File: src/hw/mmp_defines.svh
/*
 * Constants of the PHY-facing port: system clock, management clock timing,
 * management frame layout. Assumes inclusion by the management master and the port.
 */
`ifndef MMP_DEFINES_SVH
`define MMP_DEFINES_SVH
`define MMP_CLK_NS 10
`define MMP_MDC_HALF_NS 200
`define MMP_MDC_HALF_CYC ((`MMP_MDC_HALF_NS + `MMP_CLK_NS - 1) / `MMP_CLK_NS)
`define MMP_RX_DEPTH 8
`define MMP_MD_BITS 64
`define MMP_MD_LAST 6'h3F
`define MMP_MD_TA 6'h2E
`define MMP_MD_DATA 6'h30
`define MMP_MD_PRE 32'hFFFFFFFF
`define MMP_MD_ST 2'h1
`define MMP_MD_OP_RD 2'h2
`define MMP_MD_OP_WR 2'h1
`define MMP_MD_TA_WR 2'h2
`define MMP_MD_TA_RD 2'h0
`endif

File: src/hw/mmp_pkg.sv
/*
 * Types shared by the PHY-facing port and its submodules.
 * Assumes the defines header is available on the include path.
 */
package mmp_pkg;
   typedef struct packed {
      logic [7:0] data;
      logic err;
      logic last;
   } mmp_rx_word_t;
   typedef struct packed {
      logic rd;
      logic [4:0] phy;
      logic [4:0] regad;
      logic [15:0] wdata;
   } mmp_md_cmd_t;
endpackage : mmp_pkg

File: src/hw/mmp_fifo.sv
/*
 * Synchronous FIFO with valid and ready on both sides.
 * Assumes one clock and a synchronous active-high reset.
 */
`timescale 1ns/1ps
module mmp_fifo #(
   parameter int WIDTH = 10,
   parameter int DEPTH = 8
) (
   input wire logic i_clk,
   input wire logic i_reset,
   input wire logic i_in_valid,
   output logic o_in_ready,
   input wire logic [WIDTH-1:0] i_in_data,
   output logic o_out_valid,
   input wire logic i_out_ready,
   output logic [WIDTH-1:0] o_out_data
);
   import mmp_pkg::*;
   localparam int AW = $clog2(DEPTH);
   generate
      if (DEPTH < 2 || (1 << AW) != DEPTH)
      begin : g_chk
         $error("FIFO depth must be a power of two of at least two.");
      end
   endgenerate
   logic [WIDTH-1:0] mem_r [DEPTH];
   logic [AW:0] wr_r, wr_nxt, rd_r, rd_nxt;
   logic push, pop;
   always_comb
   begin
      o_in_ready = (wr_r - rd_r) != (AW + 1)'(DEPTH);
      o_out_valid = wr_r != rd_r;
      o_out_data = mem_r[rd_r[AW-1:0]];
      push = i_in_valid & o_in_ready;
      pop = o_out_valid & i_out_ready;
      wr_nxt = wr_r + (AW + 1)'(push);
      rd_nxt = rd_r + (AW + 1)'(pop);
   end
   always_ff @(posedge i_clk)
   begin
      if (i_reset)
      begin
         wr_r <= '0;
         rd_r <= '0;
      end
      else
      begin
         wr_r <= wr_nxt;
         rd_r <= rd_nxt;
      end
      if (push)
      begin
         mem_r[wr_r[AW-1:0]] <= i_in_data;
      end
   end
endmodule : mmp_fifo

File: src/hw/mmp_mdio.sv
/*
 * Management interface master: makes the management clock and runs one
 * read or write frame per start. Assumes an external pull-up on the data line.
 */
`timescale 1ns/1ps
`include "mmp_defines.svh"
module mmp_mdio #(
   parameter int MDC_HALF = `MMP_MDC_HALF_CYC
) (
   input wire logic i_clk,
   input wire logic i_reset,
   input wire logic i_start,
   input wire mmp_pkg::mmp_md_cmd_t i_cmd,
   input wire logic i_mdio_in,
   output logic o_mdc,
   output logic o_mdio_out,
   output logic o_mdio_oe,
   output logic o_busy,
   output logic o_done,
   output logic [15:0] o_rdata
);
   import mmp_pkg::*;
   localparam int TW = $clog2(MDC_HALF + 1);
   generate
      if (MDC_HALF < 1)
      begin : g_chk
         $error("Management clock half period must be at least one cycle.");
      end
   endgenerate
   logic [`MMP_MD_BITS-1:0] shf_r, shf_nxt;
   logic [5:0] cnt_r, cnt_nxt;
   logic [TW-1:0] tmr_r, tmr_nxt;
   logic mdc_r, mdc_nxt, mdo_r, mdo_nxt, oe_r, oe_nxt;
   logic busy_r, busy_nxt, done_r, done_nxt, rd_r, rd_nxt;
   logic [15:0] rdata_r, rdata_nxt;
   logic mdi_s1_r, mdi_s2_r;
   always_comb
   begin
      shf_nxt = shf_r;
      cnt_nxt = cnt_r;
      tmr_nxt = tmr_r;
      mdc_nxt = mdc_r;
      mdo_nxt = mdo_r;
      oe_nxt = oe_r;
      busy_nxt = busy_r;
      rd_nxt = rd_r;
      rdata_nxt = rdata_r;
      done_nxt = 1'b0;
      if (!busy_r)
      begin
         if (i_start)
         begin
            shf_nxt = {`MMP_MD_PRE, `MMP_MD_ST,
                       i_cmd.rd ? `MMP_MD_OP_RD : `MMP_MD_OP_WR, i_cmd.phy, i_cmd.regad,
                       i_cmd.rd ? `MMP_MD_TA_RD : `MMP_MD_TA_WR, i_cmd.wdata};
            mdo_nxt = shf_nxt[`MMP_MD_BITS-1];
            oe_nxt = 1'b1;
            busy_nxt = 1'b1;
            rd_nxt = i_cmd.rd;
            cnt_nxt = '0;
            tmr_nxt = TW'(MDC_HALF - 1);
         end
      end
      else if (tmr_r != '0)
      begin
         tmr_nxt = tmr_r - 1'b1;
      end
      else
      begin
         tmr_nxt = TW'(MDC_HALF - 1);
         mdc_nxt = ~mdc_r;
         if (!mdc_r && rd_r && cnt_r >= `MMP_MD_DATA)
         begin
            rdata_nxt = {rdata_r[14:0], mdi_s2_r};
         end
         if (mdc_r)
         begin
            if (cnt_r == `MMP_MD_LAST)
            begin
               busy_nxt = 1'b0;
               oe_nxt = 1'b0;
               done_nxt = 1'b1;
            end
            else
            begin
               cnt_nxt = cnt_r + 1'b1;
               shf_nxt = {shf_r[`MMP_MD_BITS-2:0], 1'b0};
               mdo_nxt = shf_nxt[`MMP_MD_BITS-1];
               oe_nxt = !(rd_r && cnt_nxt >= `MMP_MD_TA);
            end
         end
      end
   end
   always_ff @(posedge i_clk)
   begin
      mdi_s1_r <= i_mdio_in;
      mdi_s2_r <= mdi_s1_r;
      if (i_reset)
      begin
         shf_r <= '0;
         cnt_r <= '0;
         tmr_r <= '0;
         mdc_r <= 1'b0;
         mdo_r <= 1'b1;
         oe_r <= 1'b0;
         busy_r <= 1'b0;
         done_r <= 1'b0;
         rd_r <= 1'b0;
         rdata_r <= '0;
      end
      else
      begin
         shf_r <= shf_nxt;
         cnt_r <= cnt_nxt;
         tmr_r <= tmr_nxt;
         mdc_r <= mdc_nxt;
         mdo_r <= mdo_nxt;
         oe_r <= oe_nxt;
         busy_r <= busy_nxt;
         done_r <= done_nxt;
         rd_r <= rd_nxt;
         rdata_r <= rdata_nxt;
      end
   end
   assign o_mdc = mdc_r;
   assign o_mdio_out = mdo_r;
   assign o_mdio_oe = oe_r;
   assign o_busy = busy_r;
   assign o_done = done_r;
   assign o_rdata = rdata_r;
endmodule : mmp_mdio

File: src/hw/mmp_port.sv
/*
 * Media-independent port of an Ethernet MAC toward an external PHY: receive
 * and transmit nibble paths, collision and carrier status, management master.
 * Assumes the PHY clocks are far slower than I_CLK and are sampled as inputs.
 */
// Summary of operation
// - Take receive nibble only while receive-valid high.
// - Drive transmit nibble with transmit-enable on clock.
// - Receive error counts only at 100 Mb/s.
// - Collision input reported as collision detection.
// - Alternate pin gives carrier sense, half duplex.
// - Device generates management clock for transfers.
// - Writes drive management data toward the PHY.
// - Reads capture PHY data from shared line.
`timescale 1ns/1ps
`include "mmp_defines.svh"
module mmp_port #(
   parameter int RX_DEPTH = `MMP_RX_DEPTH,
   parameter int MDC_HALF = `MMP_MDC_HALF_CYC
) (
   input wire logic I_CLK,
   input wire logic I_RESET,
   input wire logic I_PHY_RECEIVE_CLOCK,
   input wire logic [3:0] I_RXD,
   input wire logic I_RECEIVE_VALID,
   input wire logic I_RECEIVE_ERROR_IN,
   input wire logic I_PHY_TRANSMIT_CLOCK,
   input wire logic I_COL,
   input wire logic I_CARRIER_SENSE_ALT_PIN,
   input wire logic I_MDIO_IN,
   input wire logic I_SPEED_100,
   input wire logic I_HALF_DUPLEX,
   input wire logic I_CRS_ALT_SEL,
   input wire logic I_RX_READY,
   input wire logic I_TX_VALID,
   input wire logic [7:0] I_TX_DATA,
   input wire logic I_TX_LAST,
   input wire logic I_MD_START,
   input wire mmp_pkg::mmp_md_cmd_t I_MD_CMD,
   output logic O_RX_VALID,
   output logic [7:0] O_RX_DATA,
   output logic O_RX_ERROR,
   output logic O_RX_LAST,
   output logic O_RX_OVERFLOW,
   output logic O_TX_READY,
   output logic [3:0] O_TXD,
   output logic O_TRANSMIT_ENABLE_OUT,
   output logic O_COLLISION,
   output logic O_CARRIER,
   output logic O_MDC,
   output logic O_MDIO_OUT,
   output logic O_MDIO_OE,
   output logic O_MD_BUSY,
   output logic O_MD_DONE,
   output logic [15:0] O_MD_RDATA
);
   import mmp_pkg::*;
   generate
      if (RX_DEPTH < 2)
      begin : g_chk
         $error("Receive buffer needs at least two words.");
      end
   endgenerate

   ////////////////////////////////////////////////////////////////////////////
   function automatic logic rise(input logic prev, input logic cur);
      rise = cur & ~prev;
   endfunction : rise

   function automatic logic [3:0] nib(input logic [7:0] b, input logic hi);
      nib = hi ? b[7:4] : b[3:0];
   endfunction : nib

   ////////////////////////////////////////////////////////////////////////////
   // Every PHY pin passes two flops; a third flop on each clock feeds the
   // edge finder so that the first stage is read by nothing but the second.
   logic [9:0] pin_s1_r, pin_s2_r;
   logic rxc_s3_r, txc_s3_r;
   logic rx_edge, tx_edge;
   logic [3:0] rxd_s;
   logic rxdv_s, rxer_s, col_s, crs_s;
   always_ff @(posedge I_CLK)
   begin
      pin_s1_r <= {I_PHY_RECEIVE_CLOCK, I_PHY_TRANSMIT_CLOCK, I_RXD, I_RECEIVE_VALID,
                   I_RECEIVE_ERROR_IN, I_COL, I_CARRIER_SENSE_ALT_PIN};
      pin_s2_r <= pin_s1_r;
      rxc_s3_r <= pin_s2_r[9];
      txc_s3_r <= pin_s2_r[8];
   end
   always_comb
   begin
      {rxd_s, rxdv_s, rxer_s, col_s, crs_s} = pin_s2_r[7:0];
      rx_edge = rise(rxc_s3_r, pin_s2_r[9]);
      tx_edge = rise(txc_s3_r, pin_s2_r[8]);
   end

   ////////////////////////////////////////////////////////////////////////////
   // Receive assembly: low nibble first. A byte is held back one step so
   // that the frame end, seen only when receive-valid falls, can mark it last.
   logic [3:0] lo_r, lo_nxt;
   logic half_r, half_nxt, dvp_r, dvp_nxt, eacc_r, eacc_nxt;
   mmp_rx_word_t pend_r, pend_nxt, push_w;
   logic pendv_r, pendv_nxt, push, in_ready, ovf_r, ovf_nxt, er_100;
   always_comb
   begin
      lo_nxt = lo_r;
      half_nxt = half_r;
      eacc_nxt = eacc_r;
      pend_nxt = pend_r;
      pendv_nxt = pendv_r;
      dvp_nxt = dvp_r;
      push = 1'b0;
      push_w = pend_r;
      er_100 = rxer_s & I_SPEED_100;
      if (rx_edge)
      begin
         dvp_nxt = rxdv_s;
         if (rxdv_s)
         begin
            if (!half_r)
            begin
               lo_nxt = rxd_s;
               half_nxt = 1'b1;
               eacc_nxt = eacc_r | er_100;
            end
            else
            begin
               half_nxt = 1'b0;
               push = pendv_r;
               push_w.last = 1'b0;
               pend_nxt.data = {rxd_s, lo_r};
               pend_nxt.err = eacc_r | er_100;
               pend_nxt.last = 1'b0;
               pendv_nxt = 1'b1;
               eacc_nxt = 1'b0;
            end
         end
         else if (dvp_r)
         begin
            // A trailing odd nibble is dropped and the last byte flagged.
            push = pendv_r;
            push_w.last = 1'b1;
            push_w.err = pend_r.err | half_r;
            pendv_nxt = 1'b0;
            half_nxt = 1'b0;
            eacc_nxt = 1'b0;
         end
      end
      // The PHY cannot be stalled, so a full buffer loses the byte.
      ovf_nxt = push & ~in_ready;
   end
   always_ff @(posedge I_CLK)
   begin
      if (I_RESET)
      begin
         lo_r <= '0;
         half_r <= 1'b0;
         eacc_r <= 1'b0;
         pend_r <= '0;
         pendv_r <= 1'b0;
         dvp_r <= 1'b0;
         ovf_r <= 1'b0;
      end
      else
      begin
         lo_r <= lo_nxt;
         half_r <= half_nxt;
         eacc_r <= eacc_nxt;
         pend_r <= pend_nxt;
         pendv_r <= pendv_nxt;
         dvp_r <= dvp_nxt;
         ovf_r <= ovf_nxt;
      end
   end

   ////////////////////////////////////////////////////////////////////////////
   logic f_valid, f_pop;
   mmp_rx_word_t f_data, out_r, out_nxt;
   logic outv_r, outv_nxt;
   mmp_fifo #(
      .WIDTH($bits(mmp_rx_word_t)),
      .DEPTH(RX_DEPTH)
   ) u_rx_fifo (
      .i_clk(I_CLK),
      .i_reset(I_RESET),
      .i_in_valid(push),
      .o_in_ready(in_ready),
      .i_in_data(push_w),
      .o_out_valid(f_valid),
      .i_out_ready(f_pop),
      .o_out_data(f_data)
   );
   always_comb
   begin
      f_pop = f_valid & (~outv_r | I_RX_READY);
      outv_nxt = outv_r & ~I_RX_READY;
      out_nxt = out_r;
      if (f_pop)
      begin
         outv_nxt = 1'b1;
         out_nxt = f_data;
      end
   end
   always_ff @(posedge I_CLK)
   begin
      if (I_RESET)
      begin
         outv_r <= 1'b0;
         out_r <= '0;
      end
      else
      begin
         outv_r <= outv_nxt;
         out_r <= out_nxt;
      end
   end

   ////////////////////////////////////////////////////////////////////////////
   // Transmit: outputs change just after a sampled rising edge of the PHY
   // clock, giving nearly a full period of setup before the next one. This
   // relies on the PHY clock being well below a quarter of I_CLK.
   logic [7:0] tbyte_r, tbyte_nxt;
   logic thold_r, thold_nxt, thi_r, thi_nxt, tlast_r, tlast_nxt;
   logic tend_r, tend_nxt, trdy_r, trdy_nxt, ten_r, ten_nxt;
   logic [3:0] txd_r, txd_nxt;
   always_comb
   begin
      tbyte_nxt = tbyte_r;
      thold_nxt = thold_r;
      thi_nxt = thi_r;
      tlast_nxt = tlast_r;
      tend_nxt = tend_r;
      ten_nxt = ten_r;
      txd_nxt = txd_r;
      if (I_TX_VALID && trdy_r)
      begin
         tbyte_nxt = I_TX_DATA;
         tlast_nxt = I_TX_LAST;
         thold_nxt = 1'b1;
         thi_nxt = 1'b0;
      end
      if (tx_edge)
      begin
         if (thold_r && !tend_r)
         begin
            txd_nxt = nib(tbyte_r, thi_r);
            ten_nxt = 1'b1;
            thi_nxt = ~thi_r;
            if (thi_r)
            begin
               thold_nxt = 1'b0;
               tend_nxt = tlast_r;
            end
         end
         else
         begin
            // One idle clock separates frames after a last byte.
            ten_nxt = 1'b0;
            txd_nxt = '0;
            tend_nxt = 1'b0;
         end
      end
      trdy_nxt = ~thold_nxt;
   end
   always_ff @(posedge I_CLK)
   begin
      if (I_RESET)
      begin
         tbyte_r <= '0;
         thold_r <= 1'b0;
         thi_r <= 1'b0;
         tlast_r <= 1'b0;
         tend_r <= 1'b0;
         ten_r <= 1'b0;
         txd_r <= '0;
         trdy_r <= 1'b0;
      end
      else
      begin
         tbyte_r <= tbyte_nxt;
         thold_r <= thold_nxt;
         thi_r <= thi_nxt;
         tlast_r <= tlast_nxt;
         tend_r <= tend_nxt;
         ten_r <= ten_nxt;
         txd_r <= txd_nxt;
         trdy_r <= trdy_nxt;
      end
   end

   ////////////////////////////////////////////////////////////////////////////
   logic col_r, col_nxt, crs_r, crs_nxt;
   always_comb
   begin
      col_nxt = col_s;
      crs_nxt = crs_s & I_CRS_ALT_SEL & I_HALF_DUPLEX;
   end
   always_ff @(posedge I_CLK)
   begin
      if (I_RESET)
      begin
         col_r <= 1'b0;
         crs_r <= 1'b0;
      end
      else
      begin
         col_r <= col_nxt;
         crs_r <= crs_nxt;
      end
   end

   ////////////////////////////////////////////////////////////////////////////
   mmp_mdio #(
      .MDC_HALF(MDC_HALF)
   ) u_mdio (
      .i_clk(I_CLK),
      .i_reset(I_RESET),
      .i_start(I_MD_START),
      .i_cmd(I_MD_CMD),
      .i_mdio_in(I_MDIO_IN),
      .o_mdc(O_MDC),
      .o_mdio_out(O_MDIO_OUT),
      .o_mdio_oe(O_MDIO_OE),
      .o_busy(O_MD_BUSY),
      .o_done(O_MD_DONE),
      .o_rdata(O_MD_RDATA)
   );

   assign O_RX_VALID = outv_r;
   assign O_RX_DATA = out_r.data;
   assign O_RX_ERROR = out_r.err;
   assign O_RX_LAST = out_r.last;
   assign O_RX_OVERFLOW = ovf_r;
   assign O_TX_READY = trdy_r;
   assign O_TXD = txd_r;
   assign O_TRANSMIT_ENABLE_OUT = ten_r;
   assign O_COLLISION = col_r;
   assign O_CARRIER = crs_r;
endmodule : mmp_port

File: config.mk
export PLATFORM = sky130hd
export DESIGN_NAME = mmp_port
export DESIGN_NICKNAME = d
export VERILOG_FILES = /design/src/hw/mmp_pkg.sv /design/src/hw/mmp_fifo.sv /design/src/hw/mmp_mdio.sv /design/src/hw/mmp_port.sv
export VERILOG_INCLUDE_DIRS = /design/src /design/src/hw
export SDC_FILE = /design/constraint.sdc
export NUM_CORES = 1
export LEC_CHECK = 0
export ABC_CLOCK_PERIOD_IN_PS = 10200
export BUFFER_PORTS_ARGS = -buffer_cell sky130_fd_sc_hd__buf_2
export CORE_MARGIN = 5
export CORE_UTILIZATION = 49
export DETAILED_ROUTE_END_ITERATION = 10
export PLACE_DENSITY = 0.64
export SYNTH_ARGS = -nofsm -noshare
export SYNTH_HDL_FRONTEND = slang
export SYNTH_SLANG_ARGS = --single-unit
File: constraint.sdc
create_clock -name I_CLK -period 10.2 [get_ports I_CLK]
set_input_delay 1.02 -clock I_CLK [delete_from_list [all_inputs] [get_ports I_CLK]]
set_output_delay 1.02 -clock I_CLK [all_outputs]
set_load 0.05 [all_outputs]
==> results.toml <==
[global_route]
grt_max_degree = 111
grt_pass1_vias = 6058
overflow = 0
grtUsageMet2_pct = 26.0
use_met1_pct = 24.9
grt_pass1_wl_mm = 31.0
antenna_found_initial = 0
grt_most_used_layer = "met2"
grt_util_all_layers_pct = 16.9
grt.met3_usage_pct = 3.15

[floorplan]
rows = 51
die_h_um = 150
initial_core_util_pct = 49.4
die_w_um = 150
io_pins = 96
fp.dieArea_sq_mm = 0.0224
fp.coreArea_sq_mm = 0.0193

[clocking]
ctsResizeCount = 0
cts.sinks = 257
cts-root-buf = "clkbuf_16"
cts_setup_buffers = 0
cts_hold_buf = 0
clock_latency_ns = 0.51
cts_buffer_depth = 3
numCtsBuffers = 26
htree_levels = 1
clk_pin_slew_ns = 0.06
cts_tree = "done"

[power_and_ir_drop]
power.static_leakage_nw = 4.26
total_power_mw = 2.30
irDropWorstVdd_mv = 0.128
powerDensity_mw_per_mm2 = 205

[placed_design]
dpl_cell_area_sq_mm = 0.0103
gp_congestion = 0.775
post-place-ws_ns = 6.59
port_buffers = 95
dpl.hpwl_mm = 12.2

[route]
wl_mm = 18.7
first_iter_violations = 384
wl_per_cell_um = 15.7
vias_per_cell = 5.17
drt-pass1-iter-count = 4
ant_nets = 0
vias = 6177
drc = 0

[sta]
fin_crit_ns = 3.62
fin_crit_sh_pct = 35.5
maxSlewViolCount = 0
max_slew_margin_pct = 22.6
timing_hold_violations_final = 0
clock_skew_ns = 0.0136
fmax_mhz = 276
worst_slack_ns = 6.58
tns_ns = 0
setup_viol = 0
tightest_slew_ns = 1.15
worst_hold_slack_ns = 0.326
grt_setup_unrepaired = "no"

[synth]
synth-main-ff-cell = "dfxtp_1"
syn_nets = 893
synth_top_area_share_pct = 37.1
synthArstFlopShare_pct = 0
post-synth-top-area-cell = "dfxtp_1"
synth_area_leaders = "dfxtp_1, edfxtp_1, nor2_1, mux2i_1, mux4_2"
synth.most_common_cell = "dfxtp_1"
synth.distinct_cells = 47
syn_area_per_cell_sq_um = 11.5
synthesis.instances = 828
synth_edf_count = 80
ys_seq_elements = 257
ys_warn_count = 0
ys_seq_area_share_pct = 62.2
syn_area_sq_mm = 0.00956
synthTopCellsByCount = "dfxtp_1, nor2_1, edfxtp_1"

[status]
status = "finished, final reports clean"

[finish]
nNetsFinal = 975
final_cell_area_sq_mm = 0.0112
area_growth_pct = 17.0
antenna_cells = 0
drive_gt1_share_pct = 20.1

[worst_hold_path]
hp-class = "flop to flop"

[worst_setup_path]
critPathSlowestCell = "dfxtp_1"
regToRegSetupSlack_ns = 6.58
crit_fanout = 23
required_ns = 10.54
endpoint_kind = "flop"
worstSetupPathType = "flop to flop"
cp_slowest_stage_delay_ns = 1.00
cp_common_cell = "ha_1"
start_kind = "flop"
worstPathArrival_ns = 3.96
crit_chain = "inv_1 > ha_1 > nor2b_1 > o21ai_0 > a21boi_0 > nor3_2 > nor2_1 > ha_1 > ha_1 > xnor2_1 > nor2_1"

[run]
max-cap-violations = 0
[registers in the layout, summed over array words and instances, names as in the netlist, 5 cells and up]
register and flops:
pin_s1_r 10, u_mdio.cnt_r 6, u_rx_fifo.mem_r 80, u_mdio.tmr_r 5
O_RX_DATA 8, tbyte_r 8, u_mdio.o_rdata 16, pend_r 9
u_mdio.shf_r 63, pin_s2_r 10
[power by group]
group          switching (mW)  leakage (nW)  internal, mW
clock                   0.379         0.460         0.597
sequential             0.0263          2.19          1.09
combinational           0.120          1.61        0.0859
[layout make-up]
type                            instances  area, sq um
Clock inverter                          8         68.8
Fill cell                            1613         8150
Tap cell                              265          332
Clock buffer                           40          847
Sequential cell                       257         5950
Multi-Input combinational cell        510         3410
Timing Repair Buffer                  102          531
Inverter                               13         48.8
[worst max-delay path, delay by kind of cell, from the launching register on]
family / cells / cell delay, ns
simple gates: 4 / 1.08
flops: 1 / 1.00
fa+ha+maj: 3 / 0.78
compound gates: 2 / 0.34
xor+xnor: 1 / 0.14
buf+inv: 1 / 0.11
[worst paths after layout]
| kind | to | from | cells past startpoint |
|---|---|---|---|
| setup / recovery | u_rx_fifo.wr_r[2]$_SDFF_PP0_ | u_rx_fifo.rd_r[1]$_SDFF_PP0_ | 11 |
| hold / removal | pin_s2_r[8]$_DFF_P_ | pin_s1_r[8]$_DFF_P_ | 0 |
| setup reg to reg | u_rx_fifo.wr_r[2]$_SDFF_PP0_ | u_rx_fifo.rd_r[1]$_SDFF_PP0_ | 11 |
| hold reg to reg | pin_s2_r[8]$_DFF_P_ | pin_s1_r[8]$_DFF_P_ | 0 |
[cells in the final DEF (no fill, tap or decap), drive strengths merged, types with 10 or more instances in the layout]
cell,Yosys,layout
mux4,20,20
ha,10,10
nor2,152,152
inv,13,13
dfxtp,177,177
a21oi,40,40
nor2b,13,13
clkbuf,24,40
o2bb2ai,10,10
nand3,10,10
a211oi,29,29
nor3,39,39
nand2,52,52
nand2b,10,10
edfxtp,80,80
buf,24,102
mux2i,55,55
[logic make-up after synthesis]
| group | count (synthesis) | synth area share [%] |
|---|---|---|
| AND/OR/NAND/NOR | 301 | 14.2 |
| flip-flops | 257 | 62.2 |
| AO/OA/AOI/OAI | 110 | 7.61 |
| multiplexers | 81 | 11.2 |
| buffers and inverters | 61 | 2.70 |
| adder cells (fa/ha/maj) | 10 | 1.31 |
| XOR/XNOR | 8 | 0.733 |
[layer usage]
| layer | share of wire, % | up-vias |
|---|---|---|
| li1 | - | 3103 |
| met1 | 48 | 2903 |
| met2 | 44 | 140 |
| met3 | 5.6 | 31 |
| met4 | 1.9 | 0 |
| met5 | 0 | - |
[through the flow]
step                      std cells  util (%)
after global routing           1195      57.8
final                          1195      57.8
after detailed placement       1147      53.1
after floorplan                 828         -
after global placement         1147      53.1
after CTS                      1195      57.8
No activity file was read; power rests on OpenSTA's default activity.
